==> config.mk <==
export PLATFORM = sky130hd
export DESIGN_NAME = usb_endpoint_fifo_datapath
export DESIGN_NICKNAME = d
export VERILOG_FILES = /design/src/usb_ep_pkg.sv /design/src/ep_byte_ram.sv /design/src/usb_endpoint_fifo_datapath.sv
export SDC_FILE = /design/constraint.sdc
export NUM_CORES = 2
export LEC_CHECK = 0
export BUFFER_PORTS_ARGS = -buffer_cell sky130_fd_sc_hd__buf_2
export CORE_UTILIZATION = 25
export DETAILED_ROUTE_END_ITERATION = 16
export SLEW_MARGIN = 30
export SYNTH_ARGS = -nofsm -noshare
export SYNTH_HDL_FRONTEND = slang
export SYNTH_SLANG_ARGS = --single-unit
==> constraint.sdc <==
create_clock -name clk_in -period 5.23 [get_ports clk_in]
set_input_delay 0.523 -clock clk_in [delete_from_list [all_inputs] [get_ports clk_in]]
set_output_delay 0.523 -clock clk_in [all_outputs]
set_load 0.05 [all_outputs]
==> src/usb_ep_pkg.sv <==
// shared constants for the endpoint fifo data path
package usb_ep_pkg;
	// ----------------------------------------------------------------
	// sizes
	// ----------------------------------------------------------------
	localparam int NUM_EP = 4;
	localparam int PTR_W = 6;
	localparam int MAX_PKT = 64;
	localparam int NUM_DMA_CH = 6;
	// channels below this index are receive channels, the rest transmit
	localparam int DMA_RX_CH = 3;

	// ----------------------------------------------------------------
	// transaction types carried by a transmit trigger
	// ----------------------------------------------------------------
	localparam logic [2:0] trans_type_host_out = 3'h0;
	localparam logic [2:0] trans_type_device_in = 3'h1;
	localparam logic [2:0] trans_type_final_in_ep0 = 3'h2;
	localparam logic [2:0] trans_type_setup_ep0 = 3'h3;
	localparam logic [2:0] trans_type_status_ep0 = 3'h4;

	// ----------------------------------------------------------------
	// direction selects; any other code is ignored
	// ----------------------------------------------------------------
	localparam logic [2:0] dir_device_in = 3'h1;
	localparam logic [2:0] dir_device_out = 3'h2;
	localparam logic [2:0] dir_host_in = 3'h3;
	localparam logic [2:0] dir_host_out = 3'h4;

	// ----------------------------------------------------------------
	// status flag positions (receive half low byte, transmit half high)
	// ----------------------------------------------------------------
	localparam int F_PKT_READY = 0;
	localparam int F_RX_FULL = 1;
	localparam int F_DATA_ERR = 2;
	localparam int F_STALL_RX = 3;
	localparam int F_NO_RESP_RX = 4;
	localparam int F_PID_ERR = 5;
	localparam int F_EARLY_END = 5;
	localparam int F_NAK_TO_RX = 6;
	localparam int F_ERROR_RX = 7;
	localparam int F_OVERRUN = 7;
	localparam int F_TX_PEND = 8;
	localparam int F_TX_NOT_EMPTY = 9;
	localparam int F_UNDERRUN = 14;
	localparam logic [15:0] STICKY_MASK = 16'hFCFC;
	localparam logic [15:0] HOST_MASK = 16'h3FFF;
	localparam logic [15:0] DEV_MASK = 16'hC78F;
	localparam logic [15:0] HOST_EP0_MASK = 16'h0059;
	localparam logic [15:0] DEV_EP0_MASK = 16'h0129;

	// ----------------------------------------------------------------
	// physical fifo access window, base and stride are arbitrary
	// ----------------------------------------------------------------
	localparam logic [31:0] FIFO_ADDR_BASE = 32'h0000_0020;
	localparam logic [31:0] FIFO_ADDR_STRIDE = 32'h0000_0004;
endpackage

==> src/ep_byte_ram.sv <==
// byte memory shared by all endpoints of one direction
`timescale 1ns/1ps
`default_nettype none
module ep_byte_ram #(
	parameter int AW = 8
) (
	input wire logic clk_in,
	input wire logic rst_b_in,
	input wire logic wr_en_in,
	input wire logic [AW-1:0] wr_addr_in,
	input wire logic [7:0] wr_data_in,
	input wire logic [AW-1:0] rd_addr_in,
	output logic [7:0] rd_data_out
);
	logic [7:0] mem [2**AW];

	always_ff @(posedge clk_in) begin
		if (wr_en_in) begin
			mem[wr_addr_in] <= wr_data_in;
		end
	end

	always_ff @(posedge clk_in or negedge rst_b_in) begin
		if (!rst_b_in) begin
			rd_data_out <= 8'h00;
		end else begin
			rd_data_out <= mem[rd_addr_in];
		end
	end
endmodule
`default_nettype wire

==> src/usb_endpoint_fifo_datapath.sv <==
// endpoint fifo data path: loads, reads, send triggers, toggles, dma and status
//
// Behaviour
// - a receive read reports bytes delivered; zero length reads succeed with count zero
// - a receive read fails only when no packet waits in the fifo
// - load refused, nothing stored, busy shown while a packet awaits transmission
// - without automatic transmit, sending starts only on an explicit trigger
// - each trigger carries a transaction type which is signalled on the bus
// - a trigger is refused with failure while transmission is still in progress
// - toggle clear resets selected direction toggle to zero; ignored for endpoint zero
// - three rx and three tx dma channels map to any non-zero endpoint
// - dma disable returns direction to processor mode; other direction codes ignored
// - dma enable acts on selected direction and latches its access mode
// - host in endpoints flag pid, no response, stall, data, nak, error, full, ready
// - host out endpoints flag nak, no response, stall, error, not empty, pending
// - host endpoint zero flags nak timeout, no response, in stall, in ready
// - device out endpoints flag stall, data error, overrun, full, packet ready
// - device in endpoints flag split, stall, underrun, not empty, pending
// - device endpoint zero flags early end, stall, in pending, out ready
// - flags other than ready, full, pending and not empty stay set until cleared with the read pattern
// - each endpoint has a fixed physical fifo access address
// - automatic transmit starts once a full packet sits in the fifo
// - automatic clear drops packet ready after readout, else software clears
`timescale 1ns/1ps
`default_nettype none
module usb_endpoint_fifo_datapath #(
	parameter int N_EP = usb_ep_pkg::NUM_EP,
	parameter int PTR_W = usb_ep_pkg::PTR_W,
	parameter int MAX_PKT = usb_ep_pkg::MAX_PKT
) (
	input wire logic clk_in,
	input wire logic rst_b_in,
	input wire logic host_role_in,
	input wire logic [N_EP-1:0] auto_transmit_on_full_packet_in,
	input wire logic [N_EP-1:0] auto_clear_packet_ready_in,
	input wire logic rd_req_in,
	input wire logic [$clog2(N_EP)-1:0] rd_ep_in,
	output logic rd_valid_out,
	output logic [7:0] rd_data_out,
	output logic rd_done_out,
	output logic rd_ok_out,
	output logic [PTR_W:0] rd_count_out,
	input wire logic wr_valid_in,
	input wire logic [$clog2(N_EP)-1:0] wr_ep_in,
	input wire logic [7:0] wr_data_in,
	output logic wr_busy_out,
	input wire logic send_req_in,
	input wire logic [$clog2(N_EP)-1:0] send_ep_in,
	input wire logic [2:0] send_type_in,
	output logic send_ok_out,
	output logic send_fail_out,
	input wire logic tog_clr_in,
	input wire logic [$clog2(N_EP)-1:0] tog_ep_in,
	input wire logic [2:0] tog_dir_in,
	input wire logic dma_map_in,
	input wire logic [2:0] dma_map_ch_in,
	input wire logic [$clog2(N_EP)-1:0] dma_map_ep_in,
	output logic [usb_ep_pkg::NUM_DMA_CH*$clog2(N_EP)-1:0] dma_ch_ep_out,
	output logic [usb_ep_pkg::NUM_DMA_CH-1:0] dma_ch_valid_out,
	output logic [usb_ep_pkg::NUM_DMA_CH-1:0] dma_req_out,
	input wire logic dma_en_in,
	input wire logic dma_dis_in,
	input wire logic [$clog2(N_EP)-1:0] dma_ep_in,
	input wire logic [2:0] dma_dir_in,
	input wire logic dma_mode_in,
	output logic [N_EP-1:0] dma_rx_en_out,
	output logic [N_EP-1:0] dma_tx_en_out,
	output logic [N_EP-1:0] dma_rx_mode_out,
	output logic [N_EP-1:0] dma_tx_mode_out,
	output logic [N_EP-1:0] ep_irq_out,
	input wire logic [$clog2(N_EP)-1:0] status_ep_in,
	output logic [15:0] status_out,
	output logic [31:0] fifo_addr_out,
	input wire logic status_clr_in,
	input wire logic [15:0] status_clr_mask_in,
	input wire logic link_rx_valid_in,
	input wire logic [$clog2(N_EP)-1:0] link_rx_ep_in,
	input wire logic [7:0] link_rx_data_in,
	input wire logic link_rx_end_in,
	input wire logic link_rx_good_in,
	output logic link_rx_toggle_out,
	input wire logic [$clog2(N_EP)-1:0] link_tx_ep_in,
	input wire logic link_tx_rd_in,
	input wire logic link_in_token_in,
	input wire logic link_tx_done_in,
	input wire logic link_tx_ack_in,
	output logic [7:0] link_tx_data_out,
	output logic [PTR_W:0] link_tx_len_out,
	output logic [2:0] link_tx_type_out,
	output logic link_tx_toggle_out,
	output logic [N_EP-1:0] link_tx_pend_out,
	input wire logic [15:0] link_evt_in,
	input wire logic [$clog2(N_EP)-1:0] link_evt_ep_in
);
	localparam int EW = $clog2(N_EP);
	localparam int CH = usb_ep_pkg::NUM_DMA_CH;
	localparam logic [PTR_W:0] DEPTH = (PTR_W+1)'(2**PTR_W);
	localparam logic [PTR_W:0] PKT_LAST = (PTR_W+1)'(MAX_PKT-1);

	typedef enum logic {RD_IDLE, RD_RUN} rd_state_t;

	function automatic logic sel(input logic v, input logic [EW-1:0] a, input int e);
		sel = v && (a == EW'(e));
	endfunction

	function automatic logic dir_tx(input logic [2:0] d);
		dir_tx = (d == usb_ep_pkg::dir_device_in) || (d == usb_ep_pkg::dir_host_out);
	endfunction

	function automatic logic dir_rx(input logic [2:0] d);
		dir_rx = (d == usb_ep_pkg::dir_device_out) || (d == usb_ep_pkg::dir_host_in);
	endfunction

	// ----------------------------------------------------------------
	// state
	// ----------------------------------------------------------------
	logic [PTR_W:0] tx_cnt_r [N_EP];
	logic [PTR_W:0] tx_cnt_nxt [N_EP];
	logic [PTR_W:0] rx_len_r [N_EP];
	logic [PTR_W:0] rx_len_nxt [N_EP];
	logic [2:0] tx_type_r [N_EP];
	logic [2:0] tx_type_nxt [N_EP];
	logic [15:0] sticky_r [N_EP];
	logic [15:0] sticky_nxt [N_EP];
	logic [15:0] stat_w [N_EP];
	logic [N_EP-1:0] tx_pend_r, tx_pend_nxt, rx_rdy_r, rx_rdy_nxt;
	logic [N_EP-1:0] tog_tx_r, tog_tx_nxt, tog_rx_r, tog_rx_nxt;
	logic [N_EP-1:0] dma_rx_en_nxt, dma_tx_en_nxt, dma_rx_mode_nxt, dma_tx_mode_nxt;
	logic [EW-1:0] ch_ep_r [CH];
	logic [CH-1:0] ch_ok_r;
	logic [PTR_W:0] rx_wcnt_r, tx_rptr_r, rd_ptr_r, rd_len_r, val_cnt_r;
	logic [EW-1:0] rd_ep_r;
	rd_state_t rd_state_r;
	logic rd_autoclr_r;
	logic [7:0] rx_rd_data, tx_rd_data;

	// ----------------------------------------------------------------
	// shared decode
	// ----------------------------------------------------------------
	wire tx_we = wr_valid_in && !tx_pend_r[wr_ep_in] && (tx_cnt_r[wr_ep_in] < DEPTH);
	assign wr_busy_out = wr_valid_in && tx_pend_r[wr_ep_in];
	assign send_ok_out = send_req_in && !tx_pend_r[send_ep_in];
	assign send_fail_out = send_req_in && tx_pend_r[send_ep_in];
	// a packet arriving while the previous one is unread is dropped whole
	wire rx_we = link_rx_valid_in && !rx_rdy_r[link_rx_ep_in] && (rx_wcnt_r < DEPTH);
	wire tog_ok = tog_clr_in && (tog_ep_in != '0);
	wire rd_start = (rd_state_r == RD_IDLE) && rd_req_in;
	wire rd_issue = (rd_state_r == RD_RUN) && (rd_ptr_r < rd_len_r);
	wire rd_finish = (rd_state_r == RD_RUN) && (rd_ptr_r == rd_len_r);
	assign link_rx_toggle_out = tog_rx_r[link_rx_ep_in];
	assign link_tx_toggle_out = tog_tx_r[link_tx_ep_in];
	assign link_tx_type_out = tx_type_r[link_tx_ep_in];
	assign link_tx_len_out = tx_cnt_r[link_tx_ep_in];
	assign link_tx_pend_out = tx_pend_r;
	assign link_tx_data_out = tx_rd_data;
	assign rd_data_out = rx_rd_data;

	// ----------------------------------------------------------------
	// per endpoint logic
	// ----------------------------------------------------------------
	for (genvar e = 0; e < N_EP; e++) begin : g_ep
		wire wr_take = tx_we && (wr_ep_in == EW'(e));
		wire auto_go = auto_transmit_on_full_packet_in[e] && wr_take && (tx_cnt_r[e] == PKT_LAST);
		wire send_go = sel(send_ok_out, send_ep_in, e);
		wire done_hit = sel(link_tx_done_in && link_tx_ack_in, link_tx_ep_in, e);
		wire rx_end = sel(link_rx_end_in, link_rx_ep_in, e);
		wire rx_take = rx_end && link_rx_good_in && !rx_rdy_r[e];
		wire overrun = rx_end && rx_rdy_r[e] && !host_role_in;
		wire underrun = sel(link_in_token_in, link_tx_ep_in, e) && !tx_pend_r[e] && !host_role_in;
		wire clr_hit = sel(status_clr_in, status_ep_in, e);
		wire tog_hit = sel(tog_ok, tog_ep_in, e);
		wire dma_hit = sel(dma_en_in || dma_dis_in, dma_ep_in, e);
		wire [15:0] evt_set = sel(1'b1, link_evt_ep_in, e) ? (link_evt_in & usb_ep_pkg::STICKY_MASK) : 16'h0000;
		wire [15:0] own_set = (16'(overrun) << usb_ep_pkg::F_OVERRUN) | (16'(underrun) << usb_ep_pkg::F_UNDERRUN);
		wire [15:0] live = (16'(rx_rdy_r[e]) << usb_ep_pkg::F_PKT_READY)
			| (16'(rx_rdy_r[e] && rx_len_r[e] == DEPTH) << usb_ep_pkg::F_RX_FULL)
			| (16'(tx_pend_r[e]) << usb_ep_pkg::F_TX_PEND)
			| (16'(tx_cnt_r[e] != '0) << usb_ep_pkg::F_TX_NOT_EMPTY);
		wire [15:0] role_mask = host_role_in ? (e == 0 ? usb_ep_pkg::HOST_EP0_MASK : usb_ep_pkg::HOST_MASK)
			: (e == 0 ? usb_ep_pkg::DEV_EP0_MASK : usb_ep_pkg::DEV_MASK);
		wire rdy_clr = (clr_hit && status_clr_mask_in[usb_ep_pkg::F_PKT_READY])
			|| (rd_autoclr_r && rd_ep_r == EW'(e));

		assign tx_pend_nxt[e] = send_go || auto_go || (tx_pend_r[e] && !done_hit);
		assign tx_cnt_nxt[e] = done_hit ? '0 : tx_cnt_r[e] + (PTR_W+1)'(wr_take);
		assign tx_type_nxt[e] = send_go ? send_type_in : auto_go ? (host_role_in ?
			usb_ep_pkg::trans_type_host_out : usb_ep_pkg::trans_type_device_in) : tx_type_r[e];
		assign tog_tx_nxt[e] = (tog_hit && dir_tx(tog_dir_in)) ? 1'b0 : tog_tx_r[e] ^ done_hit;
		assign tog_rx_nxt[e] = (tog_hit && dir_rx(tog_dir_in)) ? 1'b0 : tog_rx_r[e] ^ rx_take;
		assign rx_rdy_nxt[e] = rx_take || (rx_rdy_r[e] && !rdy_clr);
		assign rx_len_nxt[e] = rx_take ? rx_wcnt_r : rx_len_r[e];
		// the hardware set beats a clear in the same cycle
		assign sticky_nxt[e] = (sticky_r[e] & ~(clr_hit ? status_clr_mask_in : 16'h0000)) | evt_set | own_set;
		assign stat_w[e] = (sticky_r[e] | live) & role_mask;
		assign dma_rx_en_nxt[e] = (dma_hit && dir_rx(dma_dir_in)) ? dma_en_in : dma_rx_en_out[e];
		assign dma_tx_en_nxt[e] = (dma_hit && dir_tx(dma_dir_in)) ? dma_en_in : dma_tx_en_out[e];
		assign dma_rx_mode_nxt[e] = (dma_hit && dma_en_in && dir_rx(dma_dir_in)) ? dma_mode_in : dma_rx_mode_out[e];
		assign dma_tx_mode_nxt[e] = (dma_hit && dma_en_in && dir_tx(dma_dir_in)) ? dma_mode_in : dma_tx_mode_out[e];
		// with dma off the endpoint events reach the processor
		assign ep_irq_out[e] = (((|sticky_r[e][7:0]) || rx_rdy_r[e]) && !dma_rx_en_out[e])
			|| ((|sticky_r[e][15:8]) && !dma_tx_en_out[e]);
	end

	// ----------------------------------------------------------------
	// dma channel map
	// ----------------------------------------------------------------
	for (genvar c = 0; c < CH; c++) begin : g_ch
		wire map_hit = dma_map_in && (dma_map_ch_in == 3'(c)) && (dma_map_ep_in != '0);
		wire [EW-1:0] ep = ch_ep_r[c];
		always_ff @(posedge clk_in or negedge rst_b_in) begin
			if (!rst_b_in) begin
				ch_ep_r[c] <= '0;
				ch_ok_r[c] <= 1'b0;
			end else if (map_hit) begin
				ch_ep_r[c] <= dma_map_ep_in;
				ch_ok_r[c] <= 1'b1;
			end
		end
		assign dma_ch_ep_out[c*EW +: EW] = ep;
		// receive channels follow received packets, transmit channels free space
		if (c < usb_ep_pkg::DMA_RX_CH) begin : g_rx
			assign dma_req_out[c] = ch_ok_r[c] && dma_rx_en_out[ep] && rx_rdy_r[ep];
		end else begin : g_tx
			assign dma_req_out[c] = ch_ok_r[c] && dma_tx_en_out[ep] && !tx_pend_r[ep] && (tx_cnt_r[ep] < DEPTH);
		end
	end
	assign dma_ch_valid_out = ch_ok_r;

	// ----------------------------------------------------------------
	// registers
	// ----------------------------------------------------------------
	always_ff @(posedge clk_in or negedge rst_b_in) begin
		if (!rst_b_in) begin
			tx_pend_r <= '0;
			rx_rdy_r <= '0;
			tog_tx_r <= '0;
			tog_rx_r <= '0;
			dma_rx_en_out <= '0;
			dma_tx_en_out <= '0;
			dma_rx_mode_out <= '0;
			dma_tx_mode_out <= '0;
			tx_cnt_r <= '{default: '0};
			rx_len_r <= '{default: '0};
			tx_type_r <= '{default: '0};
			sticky_r <= '{default: '0};
		end else begin
			tx_pend_r <= tx_pend_nxt;
			rx_rdy_r <= rx_rdy_nxt;
			tog_tx_r <= tog_tx_nxt;
			tog_rx_r <= tog_rx_nxt;
			dma_rx_en_out <= dma_rx_en_nxt;
			dma_tx_en_out <= dma_tx_en_nxt;
			dma_rx_mode_out <= dma_rx_mode_nxt;
			dma_tx_mode_out <= dma_tx_mode_nxt;
			tx_cnt_r <= tx_cnt_nxt;
			rx_len_r <= rx_len_nxt;
			tx_type_r <= tx_type_nxt;
			sticky_r <= sticky_nxt;
		end
	end

	wire [31:0] fifo_addr_nxt = usb_ep_pkg::FIFO_ADDR_BASE + usb_ep_pkg::FIFO_ADDR_STRIDE * 32'(status_ep_in);

	always_ff @(posedge clk_in or negedge rst_b_in) begin
		if (!rst_b_in) begin
			status_out <= 16'h0000;
			fifo_addr_out <= 32'h0000_0000;
			rx_wcnt_r <= '0;
			tx_rptr_r <= '0;
		end else begin
			status_out <= stat_w[status_ep_in];
			fifo_addr_out <= fifo_addr_nxt;
			rx_wcnt_r <= link_rx_end_in ? '0 : rx_wcnt_r + (PTR_W+1)'(rx_we);
			tx_rptr_r <= link_tx_done_in ? '0 : tx_rptr_r + (PTR_W+1)'(link_tx_rd_in);
		end
	end

	// ----------------------------------------------------------------
	// receive readout
	// ----------------------------------------------------------------
	always_ff @(posedge clk_in or negedge rst_b_in) begin
		if (!rst_b_in) begin
			rd_state_r <= RD_IDLE;
			rd_ep_r <= '0;
			rd_ptr_r <= '0;
			rd_len_r <= '0;
			rd_valid_out <= 1'b0;
			rd_done_out <= 1'b0;
			rd_ok_out <= 1'b0;
			rd_count_out <= '0;
			rd_autoclr_r <= 1'b0;
		end else begin
			rd_valid_out <= rd_issue;
			rd_done_out <= 1'b0;
			rd_autoclr_r <= 1'b0;
			case (rd_state_r)
				RD_IDLE: begin
					rd_ep_r <= rd_ep_in;
					rd_ptr_r <= '0;
					rd_len_r <= rx_len_r[rd_ep_in];
					if (rd_start && !rx_rdy_r[rd_ep_in]) begin
						rd_done_out <= 1'b1;
						rd_ok_out <= 1'b0;
						rd_count_out <= '0;
					end else if (rd_start) begin
						rd_state_r <= RD_RUN;
					end
				end
				RD_RUN: begin
					rd_ptr_r <= rd_ptr_r + (PTR_W+1)'(rd_issue);
					if (rd_finish) begin
						rd_done_out <= 1'b1;
						rd_ok_out <= 1'b1;
						rd_count_out <= rd_len_r;
						rd_autoclr_r <= auto_clear_packet_ready_in[rd_ep_r];
						rd_state_r <= RD_IDLE;
					end
				end
				default: begin
					rd_state_r <= RD_IDLE;
				end
			endcase
		end
	end

	ep_byte_ram #(.AW(EW + PTR_W)) u_rx_ram (
		.clk_in(clk_in),
		.rst_b_in(rst_b_in),
		.wr_en_in(rx_we),
		.wr_addr_in({link_rx_ep_in, rx_wcnt_r[PTR_W-1:0]}),
		.wr_data_in(link_rx_data_in),
		.rd_addr_in({rd_ep_r, rd_ptr_r[PTR_W-1:0]}),
		.rd_data_out(rx_rd_data)
	);

	ep_byte_ram #(.AW(EW + PTR_W)) u_tx_ram (
		.clk_in(clk_in),
		.rst_b_in(rst_b_in),
		.wr_en_in(tx_we),
		.wr_addr_in({wr_ep_in, tx_cnt_r[wr_ep_in][PTR_W-1:0]}),
		.wr_data_in(wr_data_in),
		.rd_addr_in({link_tx_ep_in, tx_rptr_r[PTR_W-1:0]}),
		.rd_data_out(tx_rd_data)
	);

	// ----------------------------------------------------------------
	// checks
	// ----------------------------------------------------------------
	always_ff @(posedge clk_in or negedge rst_b_in) begin
		if (!rst_b_in) begin
			val_cnt_r <= '0;
		end else begin
			val_cnt_r <= rd_done_out ? '0 : val_cnt_r + (PTR_W+1)'(rd_valid_out);
		end
	end

	read_count_a: assert property (@(posedge clk_in) disable iff (!rst_b_in)
		rd_done_out && rd_ok_out |-> rd_count_out == val_cnt_r) else $error("read count mismatch");
	read_fail_a: assert property (@(posedge clk_in) disable iff (!rst_b_in)
		rd_start && !rx_rdy_r[rd_ep_in] |=> rd_done_out && !rd_ok_out && !rd_valid_out)
		else $error("empty read not failed");
	read_done_a: assert property (@(posedge clk_in) disable iff (!rst_b_in)
		rd_start && rx_rdy_r[rd_ep_in] && rx_len_r[rd_ep_in] == '0 |=> ##1 rd_done_out && rd_ok_out)
		else $error("zero length read not done");
	load_refuse_a: assert property (@(posedge clk_in) disable iff (!rst_b_in)
		wr_valid_in && tx_pend_r[wr_ep_in] |-> wr_busy_out && !tx_we) else $error("load not refused");
	send_refuse_a: assert property (@(posedge clk_in) disable iff (!rst_b_in)
		send_req_in && tx_pend_r[send_ep_in] |=> tx_type_r[$past(send_ep_in)] == $past(tx_type_r[send_ep_in]))
		else $error("busy trigger changed type");
	toggle_clear_a: assert property (@(posedge clk_in) disable iff (!rst_b_in)
		tog_ok && dir_tx(tog_dir_in) |=> !tog_tx_r[$past(tog_ep_in)]) else $error("toggle not cleared");
	rx_toggle_a: assert property (@(posedge clk_in) disable iff (!rst_b_in)
		link_rx_end_in && link_rx_good_in && !rx_rdy_r[link_rx_ep_in] && !tog_clr_in
		|=> tog_rx_r[$past(link_rx_ep_in)] != $past(tog_rx_r[link_rx_ep_in])) else $error("toggle not flipped");
	map_ep0_a: assert property (@(posedge clk_in) disable iff (!rst_b_in)
		dma_map_in && dma_map_ep_in == '0 |=> $stable(dma_ch_valid_out) && $stable(dma_ch_ep_out))
		else $error("endpoint zero mapped");
	auto_send_a: assert property (@(posedge clk_in) disable iff (!rst_b_in)
		tx_we && auto_transmit_on_full_packet_in[wr_ep_in] && tx_cnt_r[wr_ep_in] == PKT_LAST
		|=> link_tx_pend_out[$past(wr_ep_in)]) else $error("full packet not sent");
endmodule
`default_nettype wire

* Yosys cells after proc, flatten, opt, wreduce, memory -nomap -nowiden *
Memory sizes are Yosys's and may differ from the RTL's. A register that Yosys moved wholly into a read port is not among the register bits.
Index checks and enable logic that the tools add are counted.

word-level totals
  register bits = 247
  bits of input ports = 107
  memories kept = 2
  bits in read-only memories = 0
  output and inout bits = 137
  logic and storage cells = 570
  memory bits (writable) = 4096
  bits in latches = 0

memories
  name          depth  width  read ports  clocked after memory_dff  write ports  RTL line           RTL
  u_rx_ram.mem  256    8      1           1                         1            ep_byte_ram.sv:15  logic [7:0] mem [2**AW];
  u_tx_ram.mem  256    8      1           1                         1            ep_byte_ram.sv:15

operators by class
  multipliers = 0
  shift-type cells = 0
  magnitude comparators = 25
  multiplexer cells = 115
  reduce and logical (&&, ||, !) cells = 252
  $add $sub $neg = 8
  bitwise logic cells = 56
  equality and inequality tests = 51
  divide/modulo/power cells = 0

operator list
  kind                  count
  $mux W16              11
  $logic_and A1 B1 Y1   160
  $mux W7               20
  $and A16 B16 Y16      7
  $bmux W7 S2           6
  $not A16 Y16          4
  $or A16 B10 Y16       4
  $or A16 B15 Y16       4
  $or A16 B16 Y16       4
  $reduce_or A8 Y1      8
  $or A8 B15 Y15        4
  $add A7 B1 Y7         7
  $mux W1               41
  $or A9 B10 Y10        4
  $bmux W1 S2           19
  $eq A2 B2 Y1 const B  18
  $lt A2 B3 Y1 const B  12
  $or A2 B9 Y9          4
  $lt A7 B7 Y1 const B  5
  $logic_not A1 Y1      34
  $bmux W16 S2          1
  $mux W3               10
  $logic_or A1 B1 Y1    29
  $eq A7 B6 Y1 const B  4
  other kinds (24)      87

* Longest topological paths before layout *
  depth after elaboration = 11
  gate-level depth with buffers = 16
  gate-level depth less buffers = 12

* Hierarchy *
Synthesis repeated with hierarchy kept, for this count alone.

second synthesis, totals
  cells, all modules = 8609
  area total of the unflattened synthesis = 171958.7 sq um

modules (own cells, without submodules)
  module                      area an instance (sq um)  instances  sequential area each (sq um)  cells each
  ep_byte_ram                 80038.0                   2          61699.2                       3795
  usb_endpoint_fifo_datapath  11882.6                   1          6055.8                        1019

* Worst setup path after synthesis *
OpenSTA, ideal clock, no wires.

  path type = input -> register
  start point = in wr_ep_in[0]
  end point = mem u_tx_ram.mem[83][0] (enable)
  stages = 8
  data required time = 4835 ps
  arrival time = 3090 ps
  setup slack = 1746 ps
  setup time = 395 ps
  buffers on the path = 3
  path through = clkbuf_1 -> mux4_2 -> nor3b_1 -> buf_2 -> and2_1 -> buf_2 -> nand2_2 -> nor4_1

between the ends
  cells in the longest elaborated chain, start to end = 8
  elaborated cells on any way between the ends = 12
  those cells by class = order compare (1); mux (7); bitwise (1); reduce/logical (3)

ends and longest elaborated chain
  item                                        RTL line                                                              RTL
  start, declared                             usb_endpoint_fifo_datapath.sv:44                                      input wire logic [$clog2(N_EP)-1:0] wr_ep_in,
  $not A2 Y3 (not written as such)            usb_endpoint_fifo_datapath.sv:140, usb_endpoint_fifo_datapath.sv:340
  $bmux W7 S2                                 usb_endpoint_fifo_datapath.sv:140, usb_endpoint_fifo_datapath.sv:340
  $mux W7 (not written as such) (2 in a row)  usb_endpoint_fifo_datapath.sv:340                                     .wr_addr_in({wr_ep_in, tx_cnt_r[wr_ep_in][PTR_W-1:0]}),
  $lt A7 B7 Y1                                usb_endpoint_fifo_datapath.sv:140                                     wire tx_we = wr_valid_in && !tx_pend_r[wr_ep_in] && (tx_cnt_r[wr_ep_in] < DEPTH);
  $logic_and A1 B1 Y1                         usb_endpoint_fifo_datapath.sv:140
  $mux W1                                     ep_byte_ram.sv:18                                                     if (wr_en_in) begin
  $mux W1 (not written as such)               ep_byte_ram.sv:19                                                     mem[wr_addr_in] <= wr_data_in;
  end, declared                               ep_byte_ram.sv:15

Several ways; a longest one is shown, not always the timed one. The select of a mux whose other input is x is not followed.

==> results.toml <==
[status]
status = "finished, final reports clean"

[route]
violation_count_after_the_first_detailed_routing_iteration = 11300
route.antenna.remaining_nets = 0
drtPass1Iterations = 7
vias = 89000
residual_drc_count = 0
route.final.wire_length_um = 483000
drt-vias-per-instance = 4.83
average_detailed_routed_wire_length_per_instance_um = 26.2

[global_route]
antenna_violations_before_repair = 28
use_met2_pct = 21.6
gr-usage-met1_pct = 18.7
grt_start_max_net_pins = 197
grt_pass1_vias = 88000
global_route.overflow_total = 0
grt_pass1_wl_um = 679000
met3_usage_pct = 2.28
global_route.usage.total_pct = 13.4
top_usage_layer = "met2"

[cts]
max-clock-path-buffers = 4
clk_root_buffer_cell = "sky130_fd_sc_hd__clkbuf_16"
cts_resized = 0
cts.sinks = 4354
clock_tree.htree_level_count = 5
cts_made_buffers = 408
clock_tree_from_tritoncts = "done"
clkLatencyLatePin_ns = 0.98
worst_setup_hold_path_clk_slew_ns = 0.07

[job]
maxCapViolations = 0

[yosys]
synthTopCellsByCount = "sky130_fd_sc_hd__edfxtp_1 (4096), sky130_fd_sc_hd__mux4_2 (968), sky130_fd_sc_hd__nor2_1 (655)"
yosysTopAreaCell = "sky130_fd_sc_hd__edfxtp_1"
async_reset_ff_share_pct = 5.93
netlist_instances = 8525
mappedNetlistArea_um2 = 171000
synth_top_area_share_pct = 71.8
synthDistinctLibCells = 89
yosysMostFrequentCell = "sky130_fd_sc_hd__edfxtp_1"
seq_total_area_yosys_pct = 75.6
ys.warnings.count = 0
synth_seq_cells = 4354
synth_enable_flop_cells = 4096
post_synth_main_area_contributors = "sky130_fd_sc_hd__edfxtp_1 (72%), sky130_fd_sc_hd__mux4_2 (13%), sky130_fd_sc_hd__dfrtp_1 (3.8%)"
synth_top_flop_cell = "sky130_fd_sc_hd__edfxtp_1"
syn_avg_cell_area_um2 = 20.1

[finish]
num-nets-final = 9226
postLayoutCoreUtil_pct = 29.1
layout-drive-gt1-share_pct = 24.9
layout.cells.non_filler = 18400
areaGrowthSynthToFinish_pct = 16.0
fillers = 66500

[timing]
hold_viol = 0
finClkSkew_ns = 0.0613
max_slew_vio_count = 0
maxSlewHeadroom_pct = 27.0
setup_ws_ns = 0.951
tightest_slew_ns = 1.09
grt_setup_unrepaired = "no"
max_freq_ghz = 0.234
timing.final.crit_period_ns = 4.28
finalSetupViolations = 0
setup-tns-final_ns = 0
finalCritPeriodShare_pct = 81.8

[setup_path]
criticalPathCategory = "flop to flop"
critical_path_fanout_max = 40
critPathLaunchType = "flop"
timing.critical_path.slowest_cell_delay_ns = 0.98
critical_path.endpoint_type = "flop"
crit_path_frequent_cell = "sky130_fd_sc_hd__o22ai_1"
critPathTopFamily = "compound AO/OA/AOI/OAI gates"
crit_path_top_delay_cell = "sky130_fd_sc_hd__dfrtp_4"
required_ns = 6.06
timing.critical_path.arrival_ns = 5.11
path_buf_inv = 2
path_cells = "buf_12, nand3b_2, buf_4, o22ai_1, nor3_1, a221oi_1, o22ai_1, a311oi_1"

[floorplanning]
rows = 303
dieWidth_um = 830
die_area_um2 = 688000
die_y_um = 830
start_util_pct = 25.1
io_pins = 244
floorplan.core_area_um2 = 682000

[placement]
dp_hpwl_um = 297000
placement.io_buffers = 210
worst_setup_slack_before_clock_tree_synthesis_ns = 0.774
dp.cells = 17600
gp_routability_congestion = 0.845

[pwr]
power_per_cell_area_nw_per_um2 = 382
p_leak_nw = 60.5
vdd.ir_drop.worst_mv = 0.277

[min_path]
holdCritPathClass = "primary input to flop"
## through the flow
stage	area, µm²	hold WS (ns)	total power, mW
2_1_floorplan	171000	0.227	43.8
3_3_place_gp	184000	0.463	46.6
3_5_place_dp	185000	0.460	46.7
4_1_cts	198000	0.0131	76.2
5_1_grt	199000	0.00348	77.9
6_report	199000	0.0249	75.9
## cell usage in the layout, fill, tap and decap left out, types with 51 or more instances in the layout
cell and n:
sky130_fd_sc_hd__a21oi_1 91, sky130_fd_sc_hd__a221oi_1 67, sky130_fd_sc_hd__a22o_1 82, sky130_fd_sc_hd__a22oi_1 112, sky130_fd_sc_hd__buf_2 193, sky130_fd_sc_hd__buf_4 318, sky130_fd_sc_hd__clkbuf_1 79, sky130_fd_sc_hd__clkbuf_16 415
sky130_fd_sc_hd__clkinv_1 96, sky130_fd_sc_hd__clkinv_2 68, sky130_fd_sc_hd__dfrtp_1 247, sky130_fd_sc_hd__dlygate4sd3_1 74, sky130_fd_sc_hd__edfxtp_1 4096, sky130_fd_sc_hd__mux2_2 133, sky130_fd_sc_hd__mux2i_1 295, sky130_fd_sc_hd__mux4_2 968
sky130_fd_sc_hd__nand2_1 281, sky130_fd_sc_hd__nand3_1 74, sky130_fd_sc_hd__nor2_1 643, sky130_fd_sc_hd__nor2b_1 51, sky130_fd_sc_hd__o21ai_0 115, sky130_fd_sc_hd__o22ai_1 81
## logic make-up (layout without fill, tap and decap cells)
family | after synthesis | in the layout | synth area share (%)
xor gates and xnor gates | 38 | 38 | 0.194
DFF | 4354 | 4354 | 75.6
AOI/OAI and AO/OA | 810 | 810 | 3.40
adders and majority gates | 21 | 21 | 0.153
muxes | 1396 | 1396 | 15.3
and+or+nand+nor | 1349 | 1349 | 3.54
other | 2 | 52 | 0.00439
buffers and inverters | 555 | 1432 | 1.77
## flip-flops by register name (all words and copies together) (netlist names), 12 cells and up
| register | flops |
|---|---|
| u_tx_ram.mem | 2048 |
| tx_type_r | 12 |
| u_rx_ram.mem | 2048 |
| tx_cnt_r | 28 |
| sticky_r | 64 |
| rx_len_r | 28 |
| status_out | 16 |
| g_ch.ep | 12 |
## final timing paths
kind,start,to,slack [ns],depth (start not counted)
worst min-delay path,link_rx_data_in[3],u_rx_ram.mem[250][3]$_DFFE_PP_,0.02,1
worst max-delay path,rd_ptr_r[0]$_DFF_PN0_,u_rx_ram.rd_data_out[3]$_DFF_PN0_,0.95,8
max in group asynchronous,rst_b_in,u_rx_ram.rd_data_out[0]$_DFF_PN0_,3.87,4
worst max register to register,rd_ptr_r[0]$_DFF_PN0_,u_rx_ram.rd_data_out[3]$_DFF_PN0_,0.95,8
worst min register to register,tog_tx_r[0]$_DFF_PN0_,tog_tx_r[0]$_DFF_PN0_,0.48,1
min in group asynchronous,rst_b_in,tx_type_r[11]$_DFFE_PN0P_,0.03,2
## per-layer routing
layer  vias up  wire length (µm)
met1     47800            201000
met4         6             14400
met2      4165            229000
met3       768             39000
met5         -                42
li1      36300                 -
## where the power goes
group          leakage (nW)  internal, mW  switching, mW
clock                  6.41          16.7           13.2
sequential             40.0          38.5          0.603
combinational          14.1          2.54           4.28
total                  60.5          57.8           18.1
## what timing repair did
| action | in CTS | in global routing |
|---|---|---|
| hold buffers | 73 | 1 |
| setup buffers | 0 | 0 |
| hold endpoints to repair | 242 | 49 |
## final cells by class
cell class / instances / area (µm²) / area share [%]
diodes: 22 / 55.1 / 0.0277
inverters: 32 / 130 / 0.0655
multi-input cells: 3644 / 39000 / 19.7
repair buffers: 658 / 5490 / 2.77
clock buffers: 502 / 10800 / 5.43
clock inverters: 240 / 2340 / 1.18
well taps: 8997 / 11300 / 5.67
flip-flops and latches: 4354 / 129000 / 65.2
(Power assumes the default switching activity.)
